<file path="config.mk">
export PLATFORM = sky130hd
export DESIGN_NAME = sensor_cfg_upper
export DESIGN_NICKNAME = d
export VERILOG_FILES = /design/src/design/sensor_cfg_pkg.sv /design/src/design/sensor_cfg_upper.sv
export SDC_FILE = /design/constraint.sdc
export NUM_CORES = 1
export LEC_CHECK = 0
export ABC_AREA = 1
export BUFFER_PORTS_ARGS = -buffer_cell sky130_fd_sc_hd__buf_2
export CAP_MARGIN = 20
export CORE_MARGIN = 3
export CORE_UTILIZATION = 47
export DETAILED_ROUTE_END_ITERATION = 12
export GPL_TIMING_DRIVEN = 1
export PLACE_DENSITY = 0.71
export SYNTH_ARGS = -nofsm -noshare
export SYNTH_HDL_FRONTEND = slang
export SYNTH_SLANG_ARGS = --single-unit
</file>
<file path="constraint.sdc">
create_clock -name clk -period 6.9 [get_ports clk]
set_clock_uncertainty 0.05 [all_clocks]
set_input_delay 1.035 -clock clk [delete_from_list [all_inputs] [get_ports clk]]
set_output_delay 1.035 -clock clk [all_outputs]
set_load 0.01 [all_outputs]
</file>
<file path="src/design/sensor_cfg_pkg.sv">
package sensor_cfg_pkg;

   // serial frame: 4-bit address then 12-bit data, msb first
   localparam int unsigned FRAME_BITS   = 16;
   localparam int unsigned ADDR_MSB     = 15;
   localparam int unsigned ADDR_LSB     = 12;
   localparam int unsigned DATA_MSB     = 11;

   localparam logic [3:0]  ADDR_ROW_LIMIT   = 4'h2;
   localparam logic [3:0]  ADDR_INTEG       = 4'h3;
   localparam logic [3:0]  ADDR_PULSE_DLY   = 4'h4;
   localparam logic [3:0]  ADDR_COL_START   = 4'h5;
   localparam logic [3:0]  ADDR_ROW_START   = 4'h6;
   localparam logic [3:0]  ADDR_CORE        = 4'h7;
   localparam logic [3:0]  ADDR_AMP         = 4'h8;
   localparam logic [3:0]  ADDR_COARSE      = 4'h9;
   localparam logic [3:0]  ADDR_FINE        = 4'hA;
   localparam logic [3:0]  ADDR_DARK        = 4'hB;
   localparam logic [3:0]  ADDR_CONV        = 4'hC;

   localparam logic [11:0] RST_ROW_LIMIT    = 12'hBC6;
   localparam logic [11:0] RST_INTEG        = 12'h001;
   localparam logic [7:0]  RST_PULSE_DLY    = 8'h03;
   localparam logic [6:0]  RST_COL_START    = 7'h00;
   localparam logic [7:0]  RST_ROW_START    = 8'h00;
   localparam logic [7:0]  RST_CORE         = 8'h00;
   localparam logic [9:0]  RST_AMP          = 10'h010;
   localparam logic [7:0]  RST_DAC          = 8'h80;
   localparam logic [10:0] RST_CONV         = 11'h000;

   localparam logic [11:0] MAX_ROW_LIMIT    = 12'hBC6;
   localparam logic [6:0]  MAX_COL_START    = 7'h62;
   localparam logic [7:0]  MAX_ROW_START    = 8'h89;

   // field positions
   localparam int unsigned CORE_TEST_LSB    = 0;
   localparam int unsigned CORE_COLSKIP_LSB = 2;
   localparam int unsigned CORE_ROWSKIP_LSB = 5;
   localparam int unsigned AMP_GAIN_LSB     = 0;
   localparam int unsigned AMP_UNITY_BIT    = 4;
   localparam int unsigned AMP_ONE_OUT_BIT  = 5;
   localparam int unsigned AMP_STANDBY_BIT  = 6;
   localparam int unsigned AMP_SKEW_LSB     = 7;
   localparam int unsigned CONV_STBY1_BIT   = 0;
   localparam int unsigned CONV_STBY2_BIT   = 1;
   localparam int unsigned CONV_ONE_BIT     = 2;
   localparam int unsigned CONV_SWITCH_BIT  = 3;
   localparam int unsigned CONV_CLKSRC_BIT  = 4;
   localparam int unsigned CONV_TRI_BIT     = 5;
   localparam int unsigned CONV_SKEW_LSB    = 6;
   localparam int unsigned CONV_GAMMA_BIT   = 9;
   localparam int unsigned CONV_FLIP_BIT    = 10;

   localparam int unsigned DELAY_DEPTH      = 15;
   localparam logic [3:0]  UNITY_GAIN_CODE  = 4'h0;

   typedef struct packed
   {
      logic [3:0] gain_code;
      logic       unity;
      logic       one_output;
      logic       standby;
      logic [2:0] amp_clock_skew;
   } amp_ctrl_s;

   typedef struct packed
   {
      logic       standby_1;
      logic       standby_2;
      logic       mux_off;
      logic       switch_sel;
      logic       converter_clock_source;
      logic       tristate;
      logic [2:0] conv_clock_skew;
      logic       gamma;
      logic       bit_flip;
   } conv_ctrl_s;

   typedef struct packed
   {
      logic [1:0] test_mode;
      logic [2:0] column_skip_mode;
      logic [2:0] row_skip_mode;
   } core_ctrl_s;

endpackage

</file>
<file path="src/design/sensor_cfg_upper.sv">
`timescale 1ns/1ps
// Operation
// - 12-bit row count limit, writes above 3014 saturate to 3014.
// - count row clocks after frame start, pulse frame end at the limit.
// - 12-bit integration time, resets to one, fed to the sequencer.
// - low nibble delays pixel valid, high nibble delays line/frame end.
// - 7-bit column window start, legal 0 to 98.
// - 8-bit row window start, legal 0 to 137.
// - two-bit test mode, low bit odd columns, high bit even columns.
// - column skip mode at bits 4:2, row skip mode at bits 7:5.
// - gain code applied unless unity bit 4 set, then unity gain.
// - amplifier bit 5 merges both streams onto the first output.
// - amplifier bit 6 puts the output amplifier into standby.
// - amplifier bits 9:7 choose the amplifier pixel clock skew.
// - coarse and fine offset codes, 8 bits, reset to 0x80.
// - 8-bit dark reference code, reset to midscale.
// - converter bit 2 low multiplexes both converters onto the output.
// - bit 3 delays the muxed stream when bit 4 is low, or picks a converter when unmuxed.
// - converter bit 4 selects internal or external converter clock.
// - converter bit 5 puts the pixel outputs into high impedance.
// - converter bits 8:6 choose the converter clock skew.
// - converter bit 9 selects gamma-law instead of linear conversion.
// - converter bit 10 inverts every bit of the output word.
module sensor_cfg_upper
(
   input  wire logic                      clk,
   input  wire logic                      resetn,
   input  wire logic                      link_clock,
   input  wire logic                      link_data,
   input  wire logic                      link_load,
   input  wire logic                      frame_start,
   input  wire logic                      row_clock,
   input  wire logic                      pixel_valid_raw,
   input  wire logic                      line_end_raw,
   input  wire logic [9:0]                conv_a_word,
   input  wire logic [9:0]                conv_b_word,
   output logic [11:0]                    row_count_limit_reg,
   output logic [11:0]                    integration_rows_reg,
   output logic [6:0]                     column_window_start_reg,
   output logic [7:0]                     row_window_start_reg,
   output sensor_cfg_pkg::core_ctrl_s     core_ctrl,
   output sensor_cfg_pkg::amp_ctrl_s      amp_ctrl,
   output sensor_cfg_pkg::conv_ctrl_s     conv_ctrl,
   output logic [7:0]                     coarse_offset_dac,
   output logic [7:0]                     fine_offset_dac,
   output logic [7:0]                     dark_level_dac,
   output logic [11:0]                    line_count,
   output logic                           pixel_valid_flag,
   output logic                           line_end_pulse,
   output logic                           frame_end_pulse,
   output logic [9:0]                     pixel_out,
   output logic                           pixel_out_oe
);

   logic [1:0]  rst_sync;
   logic        rst_n;
   logic [7:0]  pulse_delay_reg;
   logic [7:0]  array_core_config;
   logic [9:0]  output_amp_config;
   logic [10:0] converter_config;

   ////////////////////////////////////////////////////////////////////////
   // reset release

   always_ff @(posedge clk or negedge resetn)
   begin
      if (!resetn)
         rst_sync <= 2'h0;
      else
         rst_sync <= {rst_sync[0], 1'b1};
   end

   assign rst_n = rst_sync[1];

   ////////////////////////////////////////////////////////////////////////
   // pin synchronisers; stage 0 feeds only stage 1

   logic [1:0] sclk_sync;
   logic [1:0] sdat_sync;
   logic [1:0] sload_sync;
   logic [1:0] fstart_sync;
   logic [1:0] rowclk_sync;
   logic       sclk_prev;
   logic       sload_prev;
   logic       fstart_prev;
   logic       rowclk_prev;

   always_ff @(posedge clk or negedge rst_n)
   begin
      if (!rst_n)
      begin
         sclk_sync   <= 2'h0;
         sdat_sync   <= 2'h0;
         sload_sync  <= 2'h0;
         fstart_sync <= 2'h0;
         rowclk_sync <= 2'h0;
         sclk_prev   <= 1'b0;
         sload_prev  <= 1'b0;
         fstart_prev <= 1'b0;
         rowclk_prev <= 1'b0;
      end
      else
      begin
         sclk_sync   <= {sclk_sync[0], link_clock};
         sdat_sync   <= {sdat_sync[0], link_data};
         sload_sync  <= {sload_sync[0], link_load};
         fstart_sync <= {fstart_sync[0], frame_start};
         rowclk_sync <= {rowclk_sync[0], row_clock};
         sclk_prev   <= sclk_sync[1];
         sload_prev  <= sload_sync[1];
         fstart_prev <= fstart_sync[1];
         rowclk_prev <= rowclk_sync[1];
      end
   end

   logic sclk_rise;
   logic sload_rise;
   logic fstart_rise;
   logic rowclk_rise;

   assign sclk_rise   = sclk_sync[1] & ~sclk_prev;
   assign sload_rise  = sload_sync[1] & ~sload_prev;
   assign fstart_rise = fstart_sync[1] & ~fstart_prev;
   assign rowclk_rise = rowclk_sync[1] & ~rowclk_prev;

   ////////////////////////////////////////////////////////////////////////
   // serial shifter; data is stable around the link clock rising edge

   logic [sensor_cfg_pkg::FRAME_BITS-1:0] shift_word;

   always_ff @(posedge clk or negedge rst_n)
   begin
      if (!rst_n)
         shift_word <= 16'h0000;
      else if (sclk_rise)
         shift_word <= {shift_word[sensor_cfg_pkg::FRAME_BITS-2:0], sdat_sync[1]};
   end

   logic [3:0]  wr_addr;
   logic [11:0] wr_data;
   logic        wr_en;

   assign wr_addr = shift_word[sensor_cfg_pkg::ADDR_MSB:sensor_cfg_pkg::ADDR_LSB];
   assign wr_data = shift_word[sensor_cfg_pkg::DATA_MSB:0];
   assign wr_en   = sload_rise;

   ////////////////////////////////////////////////////////////////////////
   // register bank; 0, 1 live elsewhere, 13..15 fall through untouched

   always_ff @(posedge clk or negedge rst_n)
   begin
      if (!rst_n)
      begin
         row_count_limit_reg     <= sensor_cfg_pkg::RST_ROW_LIMIT;
         integration_rows_reg    <= sensor_cfg_pkg::RST_INTEG;
         pulse_delay_reg         <= sensor_cfg_pkg::RST_PULSE_DLY;
         column_window_start_reg <= sensor_cfg_pkg::RST_COL_START;
         row_window_start_reg    <= sensor_cfg_pkg::RST_ROW_START;
         array_core_config       <= sensor_cfg_pkg::RST_CORE;
         output_amp_config       <= sensor_cfg_pkg::RST_AMP;
         coarse_offset_dac       <= sensor_cfg_pkg::RST_DAC;
         fine_offset_dac         <= sensor_cfg_pkg::RST_DAC;
         dark_level_dac          <= sensor_cfg_pkg::RST_DAC;
         converter_config        <= sensor_cfg_pkg::RST_CONV;
      end
      else if (wr_en)
      begin
         unique case (wr_addr)
            sensor_cfg_pkg::ADDR_ROW_LIMIT:
               // out-of-range limits saturate rather than wrap
               row_count_limit_reg <= (wr_data > sensor_cfg_pkg::MAX_ROW_LIMIT) ?
                                      sensor_cfg_pkg::MAX_ROW_LIMIT : wr_data;
            sensor_cfg_pkg::ADDR_INTEG:
               integration_rows_reg <= wr_data;
            sensor_cfg_pkg::ADDR_PULSE_DLY:
               pulse_delay_reg <= wr_data[7:0];
            sensor_cfg_pkg::ADDR_COL_START:
               column_window_start_reg <= (wr_data[6:0] > sensor_cfg_pkg::MAX_COL_START) ?
                                          sensor_cfg_pkg::MAX_COL_START : wr_data[6:0];
            sensor_cfg_pkg::ADDR_ROW_START:
               row_window_start_reg <= (wr_data[7:0] > sensor_cfg_pkg::MAX_ROW_START) ?
                                       sensor_cfg_pkg::MAX_ROW_START : wr_data[7:0];
            sensor_cfg_pkg::ADDR_CORE:
               array_core_config <= wr_data[7:0];
            sensor_cfg_pkg::ADDR_AMP:
               output_amp_config <= wr_data[9:0];
            sensor_cfg_pkg::ADDR_COARSE:
               coarse_offset_dac <= wr_data[7:0];
            sensor_cfg_pkg::ADDR_FINE:
               fine_offset_dac <= wr_data[7:0];
            sensor_cfg_pkg::ADDR_DARK:
               dark_level_dac <= wr_data[7:0];
            sensor_cfg_pkg::ADDR_CONV:
               converter_config <= wr_data[10:0];
            default:
               ;
         endcase
      end
   end

   ////////////////////////////////////////////////////////////////////////
   // field decode

   always_comb
   begin
      core_ctrl.test_mode        = array_core_config[sensor_cfg_pkg::CORE_TEST_LSB +: 2];
      core_ctrl.column_skip_mode = array_core_config[sensor_cfg_pkg::CORE_COLSKIP_LSB +: 3];
      core_ctrl.row_skip_mode    = array_core_config[sensor_cfg_pkg::CORE_ROWSKIP_LSB +: 3];

      amp_ctrl.unity          = output_amp_config[sensor_cfg_pkg::AMP_UNITY_BIT];
      amp_ctrl.gain_code      = amp_ctrl.unity ? sensor_cfg_pkg::UNITY_GAIN_CODE :
                                output_amp_config[sensor_cfg_pkg::AMP_GAIN_LSB +: 4];
      amp_ctrl.one_output     = output_amp_config[sensor_cfg_pkg::AMP_ONE_OUT_BIT];
      amp_ctrl.standby        = output_amp_config[sensor_cfg_pkg::AMP_STANDBY_BIT];
      amp_ctrl.amp_clock_skew = output_amp_config[sensor_cfg_pkg::AMP_SKEW_LSB +: 3];

      conv_ctrl.standby_1              = converter_config[sensor_cfg_pkg::CONV_STBY1_BIT];
      conv_ctrl.standby_2              = converter_config[sensor_cfg_pkg::CONV_STBY2_BIT];
      conv_ctrl.mux_off                = converter_config[sensor_cfg_pkg::CONV_ONE_BIT];
      conv_ctrl.switch_sel             = converter_config[sensor_cfg_pkg::CONV_SWITCH_BIT];
      conv_ctrl.converter_clock_source = converter_config[sensor_cfg_pkg::CONV_CLKSRC_BIT];
      conv_ctrl.tristate               = converter_config[sensor_cfg_pkg::CONV_TRI_BIT];
      conv_ctrl.conv_clock_skew        = converter_config[sensor_cfg_pkg::CONV_SKEW_LSB +: 3];
      conv_ctrl.gamma                  = converter_config[sensor_cfg_pkg::CONV_GAMMA_BIT];
      conv_ctrl.bit_flip               = converter_config[sensor_cfg_pkg::CONV_FLIP_BIT];
   end

   ////////////////////////////////////////////////////////////////////////
   // line counter

   logic frame_active;
   logic frame_end_raw;

   always_ff @(posedge clk or negedge rst_n)
   begin
      if (!rst_n)
      begin
         line_count    <= 12'h000;
         frame_active  <= 1'b0;
         frame_end_raw <= 1'b0;
      end
      else
      begin
         frame_end_raw <= 1'b0;
         if (fstart_rise)
         begin
            line_count   <= 12'h000;
            frame_active <= 1'b1;
         end
         else if (rowclk_rise && frame_active)
         begin
            line_count <= line_count + 12'h001;
            if (line_count + 12'h001 == row_count_limit_reg)
            begin
               frame_end_raw <= 1'b1;
               frame_active  <= 1'b0;
            end
         end
      end
   end

   ////////////////////////////////////////////////////////////////////////
   // programmable pulse delays; tap 0 is the undelayed signal

   logic [sensor_cfg_pkg::DELAY_DEPTH-1:0] valid_line;
   logic [sensor_cfg_pkg::DELAY_DEPTH-1:0] eol_line;
   logic [sensor_cfg_pkg::DELAY_DEPTH-1:0] eof_line;
   logic [3:0]                             valid_pulse_delay;
   logic [3:0]                             end_marker_delay;

   assign valid_pulse_delay = pulse_delay_reg[3:0];
   assign end_marker_delay  = pulse_delay_reg[7:4];

   always_ff @(posedge clk or negedge rst_n)
   begin
      if (!rst_n)
      begin
         valid_line <= '0;
         eol_line   <= '0;
         eof_line   <= '0;
      end
      else
      begin
         valid_line <= {valid_line[sensor_cfg_pkg::DELAY_DEPTH-2:0], pixel_valid_raw};
         eol_line   <= {eol_line[sensor_cfg_pkg::DELAY_DEPTH-2:0], line_end_raw};
         eof_line   <= {eof_line[sensor_cfg_pkg::DELAY_DEPTH-2:0], frame_end_raw};
      end
   end

   always_ff @(posedge clk or negedge rst_n)
   begin
      if (!rst_n)
      begin
         pixel_valid_flag <= 1'b0;
         line_end_pulse   <= 1'b0;
         frame_end_pulse  <= 1'b0;
      end
      else
      begin
         pixel_valid_flag <= (valid_pulse_delay == 4'h0) ? pixel_valid_raw :
                             valid_line[valid_pulse_delay - 4'h1];
         line_end_pulse   <= (end_marker_delay == 4'h0) ? line_end_raw :
                             eol_line[end_marker_delay - 4'h1];
         frame_end_pulse  <= (end_marker_delay == 4'h0) ? frame_end_raw :
                             eof_line[end_marker_delay - 4'h1];
      end
   end

   ////////////////////////////////////////////////////////////////////////
   // converter output path

   logic       mux_phase;
   logic [9:0] muxed_word;
   logic [9:0] held_word;
   logic [9:0] pick_word;
   logic [9:0] curve_word;

   always_ff @(posedge clk or negedge rst_n)
   begin
      if (!rst_n)
      begin
         mux_phase <= 1'b0;
         held_word <= 10'h000;
      end
      else
      begin
         mux_phase <= ~mux_phase;
         held_word <= muxed_word;
      end
   end

   // external-clock half-cycle shift cannot exist on one clock; only the
   // internal-clock full-cycle delay is applied here
   always_comb
   begin
      if (conv_ctrl.mux_off)
         muxed_word = conv_ctrl.switch_sel ? conv_b_word : conv_a_word;
      else
         muxed_word = mux_phase ? conv_b_word : conv_a_word;
      if (!conv_ctrl.mux_off && conv_ctrl.switch_sel && !conv_ctrl.converter_clock_source)
         pick_word = held_word;
      else
         pick_word = muxed_word;
   end

   // piecewise square-root-like curve: steep low end, compressed top
   always_comb
   begin
      if (!conv_ctrl.gamma)
         curve_word = pick_word;
      else if (pick_word < 10'h080)
         curve_word = {pick_word[7:0], 2'h0};
      else
         curve_word = 10'h180 + {1'b0, pick_word[9:1]} - 10'h040;
   end

   always_ff @(posedge clk or negedge rst_n)
   begin
      if (!rst_n)
      begin
         pixel_out    <= 10'h000;
         pixel_out_oe <= 1'b0;
      end
      else
      begin
         pixel_out    <= conv_ctrl.bit_flip ? ~curve_word : curve_word;
         pixel_out_oe <= ~conv_ctrl.tristate;
      end
   end

endmodule

</file>
==> results of run 1 <==
[worst reg2reg max path: stages, from the launching register on]
cell,delay [ns]
dfrtp_1,0.52
inv_1,0.35
nand2_1,0.43
or2_2,0.45
nand2_4,0.19
inv_1,0.11
ha_1,0.22
inv_1,0.08
nand3_1,0.07
nand2_1,0.07
nand2_1,0.05
nand3_1,0.06
nand3_1,0.08
nand2_1,0.07
[cell families after synthesis]
| family | Yosys count | share of synthesized area |
|---|---|---|
| simple gates | 475 | 0.216 |
| compound gates | 197 | 0.114 |
| flops | 216 | 0.585 |
| other cells | 1 | 0.000404 |
| fa+ha+maj | 7 | 0.00944 |
| xor+xnor | 7 | 0.00661 |
| buf+inv | 153 | 0.0684 |
[where the power goes]
part | internal (mW) | total [mW] | switching (mW) | leakage (nW)
Sequential | 1.37 | 1.46 | 0.0881 | 2.78
Clock | 0.809 | 1.31 | 0.499 | 0.394
Combinational | 0.138 | 0.407 | 0.270 | 2.32
[path summary, 6_finish.rpt]
| kind | from | endpoint | slack (ns) | cells past startpoint |
|---|---|---|---|---|
| worst max register to register | converter_config[2] | pixel_out[8] | 4.03 | 13 |
| min in group clk | sclk_sync[0] | sclk_sync[1] | 0.30 | 0 |
| worst min-delay path | resetn | rst_sync[1] | 0.25 | 1 |
| max in group asynchronous | rst_sync[1] | line_count[11] | 5.22 | 1 |
| worst min register to register | sclk_sync[0] | sclk_sync[1] | 0.30 | 0 |
| worst max-delay path | converter_config[2] | pixel_out[8] | 4.03 | 13 |
[per-stage QoR]
stage / util / area (um2) / power [mW] / setup WS (ns) / cells
6_report: 0.575 / 10900 / 3.18 / 4.03 / 1457
5_1_grt: 0.575 / 10900 / 3.34 / 3.66 / 1457
4_1_cts: 0.575 / 10900 / 3.21 / 4.03 / 1457
3_5_place_dp: 0.532 / 10100 / 1.89 / 4.04 / 1413
3_3_place_gp: 0.531 / 10100 / 1.88 / 4.15 / 1412
2_1_floorplan: - / 9280 / 1.73 / 0.410 / 1056
[cell usage in the layout, fill, tap and decap left out, types with 4 or more instances in the layout]
master / n
o211ai_1: 8
nand2_1: 282
ha_1: 7
dfrtp_1: 201
dfstp_2: 14
clkinvlp_4: 4
o31ai_1: 4
a31oi_1: 5
buf_2: 146
xor2_1: 5
clkbuf_16: 25
o22ai_1: 9
a21oi_1: 8
a22oi_1: 6
nand4_1: 9
o21ai_0: 146
inv_1: 96
nor2_1: 69
nand3_1: 98
o21ai_1: 7
clkbuf_1: 5
[final cells by class]
| cell class | instances | area [um2] |
|---|---|---|
| inverter | 102 | 383 |
| timing repair buffer | 148 | 758 |
| clock inverter | 11 | 144 |
| clock buffer | 33 | 686 |
| sequential | 216 | 5430 |
| multi-input combinational | 687 | 3220 |
| fill | 1756 | 8080 |
| tap | 260 | 325 |
[per-layer routing]
| layer | share of wire | up-vias | wire length (um) |
|---|---|---|---|
| met3 | 0.072 | 36 | 1580 |
| li1 | - | 3667 | - |
| met5 | 0 | - | 0 |
| met1 | 0.47 | 3446 | 10300 |
| met4 | 0.020 | 0 | 433 |
| met2 | 0.44 | 224 | 9590 |
==> run_results.csv, run 1 <==
group,metric,value,unit
run_status,status,"finished clean",
clock_network,cts_setup_buffers,0,
yosys,yosysTopAreaCell,"dfrtp_1",
sta,worst_slew_pin_slew,0.886,ns
sta,setup_tns,0,ns
yosys,yosys_warnings,0,
sta,maxSlewHeadroom,0.408,
floorplanning,die_area,21500,um2
yosys,ys_types,40,
grt,grtUsageMet2,0.311,
routing,vias,7373,
grt,grt_max_degree,154,
grt,grt_pass1_wl,36800,um
grt,met3_usage,0.0444,
sta,hold_viol,0,
setup_path,slowest_stage,"dfrtp_1",
sta,finalCritPeriodShare,0.416,
finish,top_register,"shift_word",
floorplanning,die_w,146,um
setup_path,path_common_cell,"nand2_1",
yosys,synth_edf_count,0,
yosys,syn_nets,1092,
setup_path,critPathMaxFanout,22,
finish,drive_above_1_share,0.180,
yosys,yosys.area.top_type_share,0.545,
setup_path,critPathArrivalTime,3.27,ns
place,gp_congestion,0.881,
clock_network,cts_root_buffer,"clkbuf_16",
clock_network,cts_tree,"built",
grt,first_global_vias,7094,
sta,max_clock_freq,348,MHz
grt,grt.busiest_layer,"met2",
place,port_buffers,146,
finish,n_antenna_cell,0,
clock_network,cts_resized,0,
sta,rsz0062_at_grt,"false",
routing,drt_iter0_drc,625,
sta,maxSlewViolCount,0,
floorplanning,start_util,0.488,
floorplanning,die_h,146,um
sta,fin_crit,2.87,ns
pwr,pwr_density_cell,290,nW/um2
yosys,syn_area,9280,um2
setup_path,path_cells,"inv_1 -> nand2_1 -> or2_2 -> nand2_4 -> inv_1 -> ha_1 -> inv_1 -> nand3_1 -> nand2_1 -> nand2_1 -> nand3_1 -> nand3_1 -> nand2_1",
yosys,syn_inst,1056,
routing,routed_wl,21900,um
setup_path,end_kind,"register",
sta,setup_viol,0,
grt,grt_usage,0.205,
floorplanning,core-area,19000,um2
setup_path,crit_family,"simple AND/OR/NAND/NOR gates",
setup_path,path_class,"reg -> reg",
pwr,leakage,5.50,nW
yosys,syn_area_per_cell,8.78,um2
routing,post_drt_via_cell_ratio,5.06,
yosys,synth_commonest_cells,"282 x nand2_1, 202 x dfrtp_1, 146 x o21ai_0",
setup_path,path_buf_inv,3,
pwr,vdd_ir_drop_max,0.157,mV
setup_path,max_stage_delay,0.52,ns
yosys,synth_area_leaders,"dfrtp_1 54%, nand2_1 11%, o21ai_0 7.9%",
clock_network,clk_pin_slew,0.06,ns
place,hpwl,14900,um
clock_network,cts_sinks,216,
flow_run,cap_violations,0,
clock_network,ctsHoldBuffers,0,
yosys,seq_area_frac_synth,0.585,
yosys,async_flop_share,1.00,
grt,antenna_found_initial,0,
yosys,ys_seq_elements,216,
clock_network,cts_buffers,24,
floorplanning,rows,50,
floorplanning,ios,147,
finish,largest_reg_flops,16,
finish,area_delta_synth_final,18.0,%
clock_network,clockBufferDepth,3,
grt,overflow,0,
routing,final_antenna_net_count,0,
routing,drtPass1Iterations,5,
clock_network,worstSkewPairLatency,0.51,ns
yosys,yosysMostFrequentCell,"nand2_1",
routing,avgRoutedWirePerCell,15.0,um
finish,nNetsFinal,1215,
sta,whs,0.248,ns
setup_path,cp_data_required_time,7.29,ns
setup_path,crit_path_start_kind,"register",
grt,met1_usage,0.303,
min_path,hold_path_class,"in -> async",
yosys,synth-main-ff-cell,"dfrtp_1",
clock_network,htreeDepth,1,
routing,drt_drc_violations_left,0,
No activity file was read; power rests on OpenSTA's default activity.
==> inputs of run 2 (changes only) <==
ABC_AREA = 0   (was 1)
PLACE_DENSITY = 0.68   (was 0.71)
clock period = 2.77 ns   (was 6.9 ns; I/O delays follow)
==> run 2 against run 1 <==
Compared with the run above: wire length is 8.7% lower; register-to-register slack lost 3.8 ns; via count shrank 21%.
==> run_results.csv, run 2 <==
group,metric,value,unit
run_status,status,"finished clean",
pwr,clockPowerShare,0.368,
finish,nNetsFinal,877,
finish,top_register,"shift_word",
setup_path,critPathLaunch,"converter_config[2]",
pwr,p_switching,2.57,mW
finish,drive_above_1_share,0.395,
sta,rsz0062_at_grt,"false",
clock_network,cts_sinks,216,
floorplanning,die_w,144,um
min_path,hold_path_class,"in -> reg",
setup_path,reg2reg_slack,0.26,ns
floorplanning,ios,147,
place,port_buffers,146,
routing,post_drt_via_cell_ratio,5.38,
pwr,swShare,0.288,
routing,drt_iter0_drc,300,
finish,fillers,1505,
place,hpwl,13600,um
yosys,syn_nets,723,
setup_path,crit_path_start_kind,"register",
finish,multi_input_area,3240,um2
yosys,yosysMostFrequentCell,"dfrtp_1",
yosys,ys_seq_elements,216,
min_path,hold_path_depth,1,
routing,routed_wl,19900,um
floorplanning,die_area,20700,um2
clock_network,cts_tree,"built",
grt,grt_pass1_wl,32600,um
clock_network,cts_setup_buffers,0,
sta,finalCritPeriodShare,0.906,
place,place_ws,0.273,ns
routing,drt_drc_violations_left,0,
setup_path,end_kind,"register",
grt,grt_max_degree,93,
setup_path,path_class,"reg -> reg",
yosys,async_flop_share,1.00,
floorplanning,core-area,18300,um2
setup_path,critPathMaxFanout,8,
finish,largest_reg_flops,16,
yosys,synth-main-ff-cell,"dfrtp_1",
finish,layout_common_cells,"201 x dfrtp_1, 146 x buf_2, 103 x mux2_2",
grt,grt_usage,0.198,
finish,utilization,0.592,
clock_network,cts_buffers,24,
pwr,pwr_density_cell,823,nW/um2
floorplanning,die_h,144,um
floorplanning,rows,49,
yosys,syn_area_per_cell,13.0,um2
finish,area_delta_synth_final,21.3,%
yosys,yosys.area.top_type_share,0.567,
pwr,power,8.90,mW
pwr,seq_power_share,0.438,
sta,max_clock_freq,398,MHz
yosys,seq_area_frac_synth,0.608,
clock_network,htreeDepth,1,
sta,setup_tns,0,ns
sta,worst_slack,0.260,ns
clock_network,worstSkewPairLatency,0.51,ns
routing,vias,5858,
grt,antenna_found_initial,0,
sta,fin_crit,2.51,ns
yosys,ys_types,52,
finish,regArea,5430,um2
routing,drtPass1Iterations,7,
sta,hold_viol,0,
setup_path,r2r-start,"converter_config[2]",
grt,first_global_vias,6153,
clock_network,clockBufferDepth,3,
place,gp_congestion,0.907,
clock_network,cts_root_buffer,"clkbuf_16",
setup_path,cp_data_required_time,3.11,ns
sta,setup_viol,0,
setup_path,reg2reg_to,"pixel_out[8]",
finish,layout_commonest_cell,"dfrtp_1",
sta,maxSlewViolCount,0,
flow_run,cap_violations,0,
pwr,combPwrFrac,0.194,
yosys,synth_edf_count,0,
setup_path,rr_worst_depth,9,
sta,maxSlewHeadroom,0.468,
floorplanning,start_util,0.488,
grt,overflow,0,
pwr,p_int,6.34,mW
yosys,yosys_warnings,0,
min_path,min_to,"valid_line[0]",
yosys,yosysTopAreaCell,"dfrtp_1",
yosys,synth_commonest_cells,"202 x dfrtp_1, 103 x mux2_2, 55 x nand2_1",
yosys,synth_area_leaders,"dfrtp_1 57%, mux2_2 13%, dfstp_2 4.1%",
setup_path,critPathArrivalTime,2.85,ns
pwr,leakage,5.32,nW
pwr,vdd_ir_drop_max,0.586,mV
yosys,syn_inst,687,
routing,avgRoutedWirePerCell,18.3,um
min_path,min-delay-start,"pixel_valid_raw",
clock_network,clk_pin_slew,0.06,ns
sta,worst_slew_pin_slew,0.798,ns
yosys,syn_area,8920,um2
finish,n_antenna_cell,0,
routing,final_antenna_net_count,0,
-- run 2: changes by cell type after synthesis, moves of 39 or more --
cell,change
nand2_1,-227
nor2_1,-39
o21ai_0,-113
inv_1,-81
nand3_1,-88
mux2_2,+103
-- run 2: worst max-delay path, cell delays in order, from the launching register on --
cell	delay, ns
dfrtp_1	0.41
mux2i_1	0.38
mux2_4	0.36
mux2i_4	0.30
inv_4	0.09
ha_1	0.20
a211o_1	0.23
o211ai_1	0.09
a31oi_1	0.12
xnor2_1	0.16
-- run 2: cells by family (layout without fill, tap and decap cells) --
logic type | count (synthesis) | in the layout | share of synthesized area
AO/OA/AOI/OAI | 84 | 84 | 0.0574
XOR/XNOR | 37 | 37 | 0.0363
adder cells (fa/ha/maj) | 7 | 7 | 0.00982
buffers and inverters | 58 | 230 | 0.0290
flip-flops | 216 | 216 | 0.608
multiplexers | 123 | 123 | 0.167
other | 1 | 1 | 0.000421
AND/OR/NAND/NOR | 161 | 161 | 0.0916
-- run 2: timing repair --
| item | CTS | global route |
|---|---|---|
| hold buffers | 7 | 0 |
| endpoints found under the hold margin | 8 | 0 |
| gates resized for setup | 0 | 1 |
| endpoints found under the setup margin | 0 | 1 |
-- run 2: worst max-delay path by stage --
| stage | endpoint | slack [ns] |
|---|---|---|
| floorplan | pixel_out[8] | 0.31 |
| global placement | pixel_out[8] | 0.36 |
| detailed placement | pixel_out[4] | 0.27 |
| CTS | pixel_out[3] | 0.19 |
| global route | pixel_out[8] | 0.11 |
| finish | pixel_out[8] | 0.26 |
-- run 2: area by class of cell --
class                   instances  share of cell area
repair buffers                169              0.0875
inverters                      17             0.00613
clock inverters                 9              0.0101
clock buffers                  35              0.0678
well taps                     229              0.0265
flip-flops and latches        216               0.502
multi-input cells             413               0.300
-- run 2: routing by layer --
metal | vias up | GRT usage | share of wire
met1 | 2953 | 0.270 | 0.44
met5 | - | 0 | 0
li1 | 2714 | - | -
met2 | 157 | 0.325 | 0.48
met4 | 0 | 0.0600 | 0.024
met3 | 34 | 0.0359 | 0.053
-- run 2: per-stage QoR --
step,area [um2],hold WS (ns),instances
final,10800,0.0266,1088
after global routing,10800,0.0136,1088
after detailed placement,9900,0.154,1037
after global placement,9900,0.156,1037
after CTS,10800,0.00519,1088
after floorplan,8920,0.0699,687
-- run 2: power groups by stage --
stage	clock network (mW)	logic (mW)	registers (mW)
2_1_floorplan	0	1.08	3.93
3_3_place_gp	0	1.68	3.94
3_5_place_dp	0	1.73	3.96
4_1_cts	3.34	1.75	3.91
5_1_grt	3.48	1.92	3.96
6_report	3.28	1.73	3.90
